**config.mk**
```make
export PLATFORM = sky130hd
export DESIGN_NAME = clm_exec
export DESIGN_NICKNAME = d
export VERILOG_FILES = /design/src/rtl/clm_pkg.sv /design/src/rtl/clm_exec.sv
export VERILOG_INCLUDE_DIRS = /design/src /design/src/rtl
export SDC_FILE = /design/constraint.sdc
export NUM_CORES = 1
export LEC_CHECK = 0
export ABC_AREA = 1
export BUFFER_PORTS_ARGS = -buffer_cell sky130_fd_sc_hd__buf_4
export CORE_MARGIN = 2
export CORE_UTILIZATION = 50
export DETAILED_ROUTE_END_ITERATION = 10
export PLACE_DENSITY = 0.81
export SYNTH_ARGS = -nofsm -noshare
export SYNTH_HDL_FRONTEND = slang
export SYNTH_SLANG_ARGS = --single-unit
```
**constraint.sdc**
```tcl
create_clock -name clk_sys -period 6.6 [get_ports clk_sys]
set_clock_uncertainty 0.15 [all_clocks]
set_input_delay 0.33 -clock clk_sys [delete_from_list [all_inputs] [get_ports clk_sys]]
set_output_delay 0.33 -clock clk_sys [all_outputs]
set_load 0.01 [all_outputs]
```
**src/rtl/clm_consts.svh**
```systemverilog
/*
 * constants of the load / multiply / or execution unit: opcodes,
 * cycle counts, flag bit positions and software register map.
 * assumes: included by bare name from the unit.
 */
`ifndef CLM_CONSTS_SVH
`define CLM_CONSTS_SVH

// ----------------------------------------
// opcodes
// ----------------------------------------
`define CLM_OP_LDI        8'hf3
`define CLM_OP_WORD_PAIR  8'hc4
`define CLM_OP_WORD_IND   8'hc5
`define CLM_OP_WORD_IMM   8'hc6
`define CLM_OP_MUL_R      8'h84
`define CLM_OP_MUL_IND    8'h85
`define CLM_OP_MUL_IMM    8'h86
`define CLM_OP_NEXT       8'h0f
`define CLM_OP_NOP        8'hff
`define CLM_OP_OR_WW      8'h42
`define CLM_OP_OR_WI      8'h43
`define CLM_OP_OR_GG      8'h44
`define CLM_OP_OR_GI      8'h45
`define CLM_OP_OR_IMM     8'h46

// ----------------------------------------
// cycles per instruction, start edge to done edge
// ----------------------------------------
`define CLM_CYC_LDI    5'h0e
`define CLM_CYC_WORD   5'h08
`define CLM_CYC_MUL    5'h16
`define CLM_CYC_NEXT   5'h0a
`define CLM_CYC_NOP    5'h04
`define CLM_CYC_OR_WW  5'h04
`define CLM_CYC_OR     5'h06

// ----------------------------------------
// flag bit positions
// ----------------------------------------
`define CLM_FLG_C      3'h7
`define CLM_FLG_Z      3'h6
`define CLM_FLG_S      3'h5
`define CLM_FLG_V      3'h4

// ----------------------------------------
// software registers
// ----------------------------------------
`define CLM_SW_CTRL    2'h0
`define CLM_SW_STATUS  2'h1
`define CLM_SW_LASTOP  2'h2
`define CLM_CTRL_HALT  3'h0
`define CLM_ST_BUSY    3'h0
`define CLM_ST_ILL     3'h1
`define CLM_IP_STEP    16'h0002

`endif

```
**src/rtl/clm_pkg.sv**
```systemverilog
/*
 * types of the execution unit.
 * assumes: clm_consts.svh beside it.
 */
package clm_pkg;
    typedef logic [7:0]  clm_byte_t;   // register file byte
    typedef logic [15:0] clm_word_t;   // memory address / word
    typedef enum logic [2:0] {
        ST_IDLE, ST_READ, ST_WR0, ST_WR1, ST_WRM, ST_WAIT
    } clm_state_t;
endpackage : clm_pkg

```
**src/rtl/clm_exec.sv**
```systemverilog
/*
 * execution unit for pre-increment store, word load, unsigned multiply,
 * threaded next, no-operation and logical or.
 * assumes: one clock; register file and memories answer reads
 * combinationally from the registered address in the same cycle and
 * take writes at the next edge; start comes from logic on clk_sys.
 */
// Operation
// - pre-increment pair address then transfer, 14 cycles
// - copy working register to addressed memory byte
// - even pair program memory, odd data memory
// - full 16-bit address over 64 Kbyte
// - word load in 8 cycles, three source forms
// - high byte to lower register, low next
// - 8x8 unsigned product into pair, 22 cycles
// - multiply sets C Z S, clears V
// - next loads pc from ip word, ip+2
// - no-operation changes nothing, 4 cycles
// - or stores src or dst into dst
// - or sets Z S, clears V, keeps C
// - load, next, nop leave flags untouched
`timescale 1ns/1ps
`include "clm_consts.svh"

module clm_exec (
    input  wire logic          clk_sys,
    input  wire logic          reset,
    input  wire logic          start,
    input  clm_pkg::clm_byte_t op_in,
    input  clm_pkg::clm_byte_t b1_in,
    input  clm_pkg::clm_byte_t b2_in,
    input  clm_pkg::clm_byte_t b3_in,
    input  clm_pkg::clm_byte_t rp_base,
    input  clm_pkg::clm_word_t ip_in,
    input  clm_pkg::clm_byte_t flags_in,
    input  clm_pkg::clm_byte_t rf_rdata,
    input  clm_pkg::clm_byte_t mem_rdata,
    input  wire logic [1:0]    sw_addr,
    input  clm_pkg::clm_byte_t sw_wdata,
    input  wire logic          sw_we,
    input  wire logic          sw_re,
    output logic               busy_reg,
    output logic               done_reg,
    output clm_pkg::clm_byte_t rf_raddr_reg,
    output logic               rf_re_reg,
    output clm_pkg::clm_byte_t rf_waddr_reg,
    output clm_pkg::clm_byte_t rf_wdata_reg,
    output logic               rf_we_reg,
    output clm_pkg::clm_word_t mem_addr_reg,
    output clm_pkg::clm_byte_t mem_wdata_reg,
    output logic               mem_re_reg,
    output logic               mem_we_reg,
    output logic               mem_data_sel_reg,
    output clm_pkg::clm_byte_t flags_out_reg,
    output logic               flags_we_reg,
    output clm_pkg::clm_word_t pc_out_reg,
    output logic               pc_we_reg,
    output clm_pkg::clm_word_t ip_out_reg,
    output logic               ip_we_reg,
    output clm_pkg::clm_byte_t sw_rdata_reg
);
    import clm_pkg::*;

    // ----------------------------------------
    // state
    // ----------------------------------------
    clm_state_t state_reg;          // sequencer
    clm_byte_t  op_reg;             // latched opcode
    clm_byte_t  b1_reg;             // latched operand bytes
    clm_byte_t  b2_reg;
    clm_byte_t  b3_reg;
    clm_word_t  ip_reg;             // latched instruction pointer
    logic [4:0] cnt_reg;            // cycles left
    logic [1:0] k_reg;              // reads issued
    clm_byte_t  t_reg [0:2];        // captured read bytes
    logic       halt_reg;           // refuses new starts
    logic       illegal_reg;        // sticky unknown opcode
    clm_byte_t  lastop_reg;         // last accepted opcode

    // ----------------------------------------
    // decode, from inputs while idle else latched
    // ----------------------------------------
    logic       idle;
    clm_byte_t  cop, cb1, cb2, cb3;
    clm_word_t  cip;
    logic       is_or, is_mul, is_word, is_ldi, is_next, is_nop, legal;
    logic       or_nib, ind, imm, two_wr, go, issue;
    logic [1:0] nrd;
    logic [4:0] cyc;
    logic [3:0] wr_hi;
    clm_byte_t  dsta, srca, pair, rsrc, a0, a1, a2, addr_k, rdat;
    clm_byte_t  srcv, res_or, word_hi, word_lo, w0a, w0d, w1a, w1d, flg_new;
    clm_word_t  prod, inc, mem_rd_addr;

    assign idle    = (state_reg == ST_IDLE);
    assign cop     = idle ? op_in : op_reg;
    assign cb1     = idle ? b1_in : b1_reg;
    assign cb2     = idle ? b2_in : b2_reg;
    assign cb3     = idle ? b3_in : b3_reg;
    assign cip     = idle ? ip_in : ip_reg;
    assign is_or   = cop inside {`CLM_OP_OR_WW, `CLM_OP_OR_WI, `CLM_OP_OR_GG,
                                 `CLM_OP_OR_GI, `CLM_OP_OR_IMM};
    assign is_mul  = cop inside {`CLM_OP_MUL_R, `CLM_OP_MUL_IND, `CLM_OP_MUL_IMM};
    assign is_word = cop inside {`CLM_OP_WORD_PAIR, `CLM_OP_WORD_IND, `CLM_OP_WORD_IMM};
    assign is_ldi  = (cop == `CLM_OP_LDI);
    assign is_next = (cop == `CLM_OP_NEXT);
    assign is_nop  = (cop == `CLM_OP_NOP);
    assign legal   = is_or | is_mul | is_word | is_ldi | is_next | is_nop;
    assign or_nib  = cop inside {`CLM_OP_OR_WW, `CLM_OP_OR_WI};
    assign ind     = cop inside {`CLM_OP_OR_WI, `CLM_OP_OR_GI, `CLM_OP_MUL_IND};
    assign imm     = cop inside {`CLM_OP_OR_IMM, `CLM_OP_MUL_IMM};
    assign two_wr  = is_mul | is_word | is_ldi;
    assign go      = start & idle & ~halt_reg & legal;

    // reads needed per form
    assign nrd = (is_or | is_mul) ? (imm ? 2'h1 : (ind ? 2'h3 : 2'h2)) :
                 (cop == `CLM_OP_WORD_PAIR) ? 2'h2 :
                 (cop == `CLM_OP_WORD_IND) ? 2'h3 :
                 (is_ldi | is_next) ? (is_ldi ? 2'h3 : 2'h2) : 2'h0;
    // cycle budget per form
    assign cyc = is_ldi  ? `CLM_CYC_LDI :
                 is_word ? `CLM_CYC_WORD :
                 is_mul  ? `CLM_CYC_MUL :
                 is_next ? `CLM_CYC_NEXT :
                 (cop == `CLM_OP_OR_WW) ? `CLM_CYC_OR_WW :
                 is_or   ? `CLM_CYC_OR : `CLM_CYC_NOP;

    // operand addresses; working registers sit in the rp_base bank
    assign wr_hi = rp_base[7:4];
    assign dsta  = or_nib ? {wr_hi, cb1[7:4]} :
                   (cop inside {`CLM_OP_OR_IMM, `CLM_OP_WORD_IMM}) ? cb1 :
                   is_mul ? {cb2[7:1], 1'b0} : cb2;
    assign srca  = or_nib ? {wr_hi, cb1[3:0]} : cb1;
    assign pair  = {wr_hi, cb1[3:1], 1'b0};
    assign rsrc  = {wr_hi, cb1[7:4]};
    assign rdat  = is_next ? mem_rdata : rf_rdata;
    assign a0    = is_ldi ? pair : (is_word ? cb1 : dsta);
    assign a1    = is_ldi ? (pair | 8'h01) :
                   (cop == `CLM_OP_WORD_IND) ? rdat :
                   (cop == `CLM_OP_WORD_PAIR) ? cb1 + 8'h01 : srca;
    assign a2    = is_ldi ? rsrc :
                   (cop == `CLM_OP_WORD_IND) ? t_reg[0] + 8'h01 : rdat;
    assign addr_k = (k_reg == 2'h0) ? a0 : ((k_reg == 2'h1) ? a1 : a2);
    assign mem_rd_addr = cip + {14'h0000, k_reg};
    assign issue = (go & (nrd != 2'h0)) | ((state_reg == ST_READ) & (k_reg != nrd));

    // results
    assign srcv   = imm ? ((cop == `CLM_OP_OR_IMM) ? cb2 : cb1) :
                    (ind ? t_reg[2] : t_reg[1]);
    assign res_or = t_reg[0] | srcv;
    assign prod   = {8'h00, t_reg[0]} * {8'h00, srcv};
    assign inc    = {t_reg[0], t_reg[1]} + 16'h0001;
    assign word_hi = (cop == `CLM_OP_WORD_IMM) ? cb2 :
                     ((cop == `CLM_OP_WORD_IND) ? t_reg[1] : t_reg[0]);
    assign word_lo = (cop == `CLM_OP_WORD_IMM) ? cb3 :
                     ((cop == `CLM_OP_WORD_IND) ? t_reg[2] : t_reg[1]);
    assign w0a    = is_ldi ? pair : dsta;
    assign w0d    = is_or ? res_or : is_mul ? prod[15:8] :
                    is_word ? word_hi : inc[15:8];
    assign w1a    = w0a + 8'h01;
    assign w1d    = is_mul ? prod[7:0] : (is_word ? word_lo : inc[7:0]);

    // flag update for or and multiply only
    always_comb begin
        flg_new = flags_in;
        flg_new[`CLM_FLG_V] = 1'b0;
        if (is_mul) begin
            flg_new[`CLM_FLG_C] = |prod[15:8];
            flg_new[`CLM_FLG_Z] = (prod == 16'h0000);
            flg_new[`CLM_FLG_S] = prod[15];
        end else begin
            flg_new[`CLM_FLG_Z] = (res_or == 8'h00);
            flg_new[`CLM_FLG_S] = res_or[7];
        end
    end

    // ----------------------------------------
    // sequencer
    // ----------------------------------------
    // walks reads, writes, then idles out the cycle budget
    always_ff @(posedge clk_sys or posedge reset) begin
        if (reset) begin
            state_reg <= ST_IDLE;
            op_reg    <= 8'h00;
            b1_reg    <= 8'h00;
            b2_reg    <= 8'h00;
            b3_reg    <= 8'h00;
            ip_reg    <= 16'h0000;
            cnt_reg   <= 5'h00;
            k_reg     <= 2'h0;
            busy_reg  <= 1'b0;
            done_reg  <= 1'b0;
            for (int i = 0; i < 3; i++) t_reg[i] <= 8'h00;
        end else begin
            done_reg <= 1'b0;
            if (!idle) cnt_reg <= cnt_reg - 5'h01;
            unique case (state_reg)
                ST_IDLE: if (go) begin
                    op_reg   <= op_in;
                    b1_reg   <= b1_in;
                    b2_reg   <= b2_in;
                    b3_reg   <= b3_in;
                    ip_reg   <= ip_in;
                    cnt_reg  <= cyc;
                    busy_reg <= 1'b1;
                    if (nrd != 2'h0) begin
                        k_reg     <= 2'h1;
                        state_reg <= ST_READ;
                    end else begin
                        state_reg <= is_nop ? ST_WAIT : ST_WR0;
                    end
                end
                ST_READ: begin
                    t_reg[k_reg - 2'h1] <= rdat;
                    if (k_reg == nrd) state_reg <= ST_WR0;
                    else k_reg <= k_reg + 2'h1;
                end
                ST_WR0: state_reg <= two_wr ? ST_WR1 : ST_WAIT;
                ST_WR1: state_reg <= is_ldi ? ST_WRM : ST_WAIT;
                ST_WRM: state_reg <= ST_WAIT;
                ST_WAIT: ;
            endcase
            if (!idle && cnt_reg == 5'h01) begin
                state_reg <= ST_IDLE;
                k_reg     <= 2'h0;
                busy_reg  <= 1'b0;
                done_reg  <= 1'b1;
            end
        end
    end

    // ----------------------------------------
    // register file port
    // ----------------------------------------
    // one read or write per cycle, write order high then low
    always_ff @(posedge clk_sys or posedge reset) begin
        if (reset) begin
            rf_re_reg    <= 1'b0;
            rf_raddr_reg <= 8'h00;
            rf_we_reg    <= 1'b0;
            rf_waddr_reg <= 8'h00;
            rf_wdata_reg <= 8'h00;
        end else begin
            rf_re_reg <= issue & ~is_next;
            if (issue) rf_raddr_reg <= addr_k;
            rf_we_reg <= ((state_reg == ST_WR0) & ~is_next) | (state_reg == ST_WR1);
            if (state_reg == ST_WR0) begin
                rf_waddr_reg <= w0a;
                rf_wdata_reg <= w0d;
            end else if (state_reg == ST_WR1) begin
                rf_waddr_reg <= w1a;
                rf_wdata_reg <= w1d;
            end
        end
    end

    // ----------------------------------------
    // memory port
    // ----------------------------------------
    // program reads for next, store to program or data space
    always_ff @(posedge clk_sys or posedge reset) begin
        if (reset) begin
            mem_re_reg       <= 1'b0;
            mem_we_reg       <= 1'b0;
            mem_addr_reg     <= 16'h0000;
            mem_wdata_reg    <= 8'h00;
            mem_data_sel_reg <= 1'b0;
        end else begin
            mem_re_reg <= issue & is_next;
            mem_we_reg <= (state_reg == ST_WRM);
            if (issue && is_next) begin
                mem_addr_reg     <= mem_rd_addr;
                mem_data_sel_reg <= 1'b0;
            end else if (state_reg == ST_WRM) begin
                mem_addr_reg     <= inc;
                mem_wdata_reg    <= t_reg[2];
                mem_data_sel_reg <= b1_reg[0];
            end
        end
    end

    // ----------------------------------------
    // flags, pc and ip
    // ----------------------------------------
    // only or and multiply write flags
    always_ff @(posedge clk_sys or posedge reset) begin
        if (reset) begin
            flags_we_reg  <= 1'b0;
            flags_out_reg <= 8'h00;
            pc_we_reg     <= 1'b0;
            ip_we_reg     <= 1'b0;
            pc_out_reg    <= 16'h0000;
            ip_out_reg    <= 16'h0000;
        end else begin
            flags_we_reg <= (state_reg == ST_WR0) & (is_or | is_mul);
            pc_we_reg    <= (state_reg == ST_WR0) & is_next;
            ip_we_reg    <= (state_reg == ST_WR0) & is_next;
            if (state_reg == ST_WR0) begin
                flags_out_reg <= flg_new;
                pc_out_reg    <= {t_reg[0], t_reg[1]};
                ip_out_reg    <= ip_reg + `CLM_IP_STEP;
            end
        end
    end

    // ----------------------------------------
    // software registers
    // ----------------------------------------
    logic       ill_set, ill_clr;
    clm_byte_t  sw_mux;
    assign ill_set = start & idle & ~halt_reg & ~legal;
    assign ill_clr = sw_we & (sw_addr == `CLM_SW_STATUS) & sw_wdata[`CLM_ST_ILL];
    assign sw_mux  = (sw_addr == `CLM_SW_CTRL)   ? {7'h00, halt_reg} :
                     (sw_addr == `CLM_SW_STATUS) ? {6'h00, illegal_reg, busy_reg} :
                     (sw_addr == `CLM_SW_LASTOP) ? lastop_reg : 8'h00;

    // halt steers start acceptance; status shows busy and error
    always_ff @(posedge clk_sys or posedge reset) begin
        if (reset) begin
            halt_reg     <= 1'b0;
            illegal_reg  <= 1'b0;
            lastop_reg   <= 8'h00;
            sw_rdata_reg <= 8'h00;
        end else begin
            if (sw_we && sw_addr == `CLM_SW_CTRL) halt_reg <= sw_wdata[`CLM_CTRL_HALT];
            // a new error in the clearing cycle wins
            illegal_reg  <= ill_set | (illegal_reg & ~ill_clr);
            if (go) lastop_reg <= op_in;
            sw_rdata_reg <= sw_re ? sw_mux : 8'h00;
        end
    end
endmodule : clm_exec

```
==> metrics.md <==
| Metric | Value |
|---|---|
| Number of synthesized flops with an enable pin | `0` |
| Synth cell types | `54` |
| Nets@finish | `2313` |
| Initial core utilization | `51.04%` |
| H-tree levels | `4` |
| Ys flop type | `dfrtp_1` |
| Routed len/inst | `18.30 um` |
| Finish-stage setup viols | `0` |
| Fmax | `approximately 150 MHz` |
| Ports | `201` |
| Hold WC Path Type | `in -> reg` |
| Max reg flops | `24` |
| Drt via density | `5.683` |
| Register area | `4905 um2` |
| Core footprint | `27030 um2` |
| CTS tree | `done` |
| Status | `complete, no violations` |
| HPWL after DPL | `33610 um` |
| Register area share after synthesis | `a little over a third` |
| Post-synth top cells | `nand2_1, o21ai_0, inv_1` |
| Filler instances | `~2300` |
| Die height | `about 170 um` |
| Die width | `between 150 and 200 um` |
| Sink Count | `196` |
| Slowest-stage cell, CP | `fa_1` |
| Fraction of layout cells with a size suffix above 1 | `19.91%` |
| Largest net degree at the start of global routing | `89` |
| Fin. Hold Viols | `0` |
| Num rows | `60` |
| Most frequent cell after synthesis | `nand2_1` |
| Clock-pin slew on the worst setup and hold paths | `~0.090 ns` |
| Slew HR | `28.51%` |
| Multi-input logic area | `7934 um2` |
| Die area | `28930 um2` |
| Yosys top cell area share | `a little over a third` |
| Grt ovf | `0` |
| Max Root-Sink Buffers | `2` |
| Max incr delay on CP | `0.53 ns` |
| Type of the worst setup path | `reg -> reg` |
| # DRC | `0` |
| Via count | `14130` |
| Vias in the first global route | `13170` |
| Routed Wire Length | `45490 um` |
| Area Overhead vs Synth | `24.64%` |
| Largest cells by area after synthesis | `dfrtp_1, nand2_1, o21ai_0` |
| Final max-slew violation count | `0` |
| Clock Latency Late Sink | `0.47 ns` |
| Critical Path Fanout Max | `16` |
| Cell accounting for the most synthesized area | `dfrtp_1` |
| Yosys warning total | `0` |
| Post-route cell area | `17190 um2` |
| N_diodes | `0` |
| First-pass GRT wire length | `70030 um` |
| Post-synthesis register bit count | `196` |
| Final ANT Viol Nets | `0` |
| Drt pass-1 iters | `6` |
| Total negative slack | `0 ns` |
| Placed Area | `between 15000 and 20000 um2` |
| PortBufs | `186` |
| Root Driver | `clkbuf_16` |
| Initial drt markers | `1642` |
| Worst-Margin Slew | `around 1.1 ns` |
| Tot GR Track Use | `31.14%` |
| Cell area after synthesis | `13790 um2` |
| GP Congestion | `0.9828` |
| Critical path arrival | `6.67 ns` |
| Req. time, crit path | `6.81 ns` |
| Max_cap viols | `0` |
| Setup crit end kind | `flop` |
| Initial antenna violation count | `0` |
| Startpoint types | `flop` |
| Post-synth ARST share | `100.0%` |
| Post-Syn Area per Cell | `around 7.3 um2` |
| Period minus WS final | `6.468 ns` |
| Syn_nets | `just over 2000` |
| Final period utilization | `98.01%` |
| Core Util, Final | `between 60% and 70%` |
| Mapped Cells | `approximately 1900` |
| CTS Buf Count | `17` |
## critical path, delay by kind of cell, from the launching register on
kind / cells / cell delay, ns
simple gates: 16 / 1.87
compound gates: 3 / 0.41
fa+ha+maj: 5 / 2.16
xor+xnor: 1 / 0.30
flops: 1 / 0.42
buf+inv: 9 / 1.01
## routing by layer
metal	global-route usage (%)	vias up	part of all wire [%]
li1	-	6598	-
met1	43.38	6662	42
met2	49.28	746	46
met3	4.163	122	8.4
met4	12.56	0	4.1
met5	0	-	0
## area by class of cell
| type | count | area share [%] |
|---|---|---|
| Multi-Input combinational cell | 1388 | 46.14 |
| Sequential cell | 196 | 28.53 |
| Timing Repair Buffer | 305 | 14.12 |
| Inverter | 224 | 5.007 |
| Tap cell | 341 | 2.481 |
| Clock buffer | 17 | 2.474 |
| Clock inverter | 15 | 1.252 |
## timing repair
action	CTS	global route
setup endpoints to repair	5	11
endpoints found under the hold margin	124	0
hold buffers	33	0
pin swaps	2	44
gates cloned	0	2
setup buffers	1	8
gates resized for setup	6	83
## layout by cell type (no fill, tap or decap), drive strengths merged, types with 7 or more instances in the layout
master | synthesis | routed
nand2 | 544 | 544
buf | 35 | 271
o21ai | 235 | 235
inv | 215 | 223
dfrtp | 196 | 196
nor2 | 166 | 166
nand3 | 105 | 105
a21oi | 59 | 59
ha | 49 | 49
o211ai | 42 | 42
xor2 | 39 | 39
fa | 37 | 37
dlygate4sd3 | 0 | 33
nor3 | 20 | 20
clkbuf | 46 | 18
clkinv | 9 | 15
a31oi | 11 | 11
o31ai | 9 | 9
or2 | 9 | 9
xnor2 | 8 | 8
nand3b | 7 | 7
## stage by stage
step                      worst slack, ns  hold WS [ns]  std cells
after global routing              -0.1313      0.007028       2486
after floorplan                    0.4923        0.2896       1889
after global placement           -0.03658        0.3037       2410
after CTS                        0.002246      0.005183       2476
final                              0.1315     0.0006364       2486
after detailed placement          -0.1242        0.3084       2410
## cell families after synthesis
group / share of synthesized area (%)
simple gates: 26.53
compound gates: 15.92
buf+inv: 8.952
flops: 35.56
fa+ha+maj: 9.814
xor+xnor: 2.984
mux: 0.2177
other cells: 0.02718
## final timing paths
| check | cells past startpoint | slack, ns | startpoint | end |
|---|---|---|---|---|
| setup / recovery | 34 | 0.13 | state_reg[1] | flags_out_reg[6] |
| hold / removal | 3 | 0.0006 | ip_in[0] | ip_reg[0] |
| setup reg to reg | 34 | 0.13 | state_reg[1] | flags_out_reg[6] |
| hold reg to reg | 2 | 0.33 | flags_out_reg[1] | flags_out_reg[1] |
| max in group asynchronous | 4 | 4.80 | reset | rf_raddr_reg[7] |
| min in group asynchronous | 3 | 0.34 | reset | ip_out_reg[12] |
Power is not shown: default switching activity piles up to over one toggle a cycle in this logic, so the estimate is an artifact.
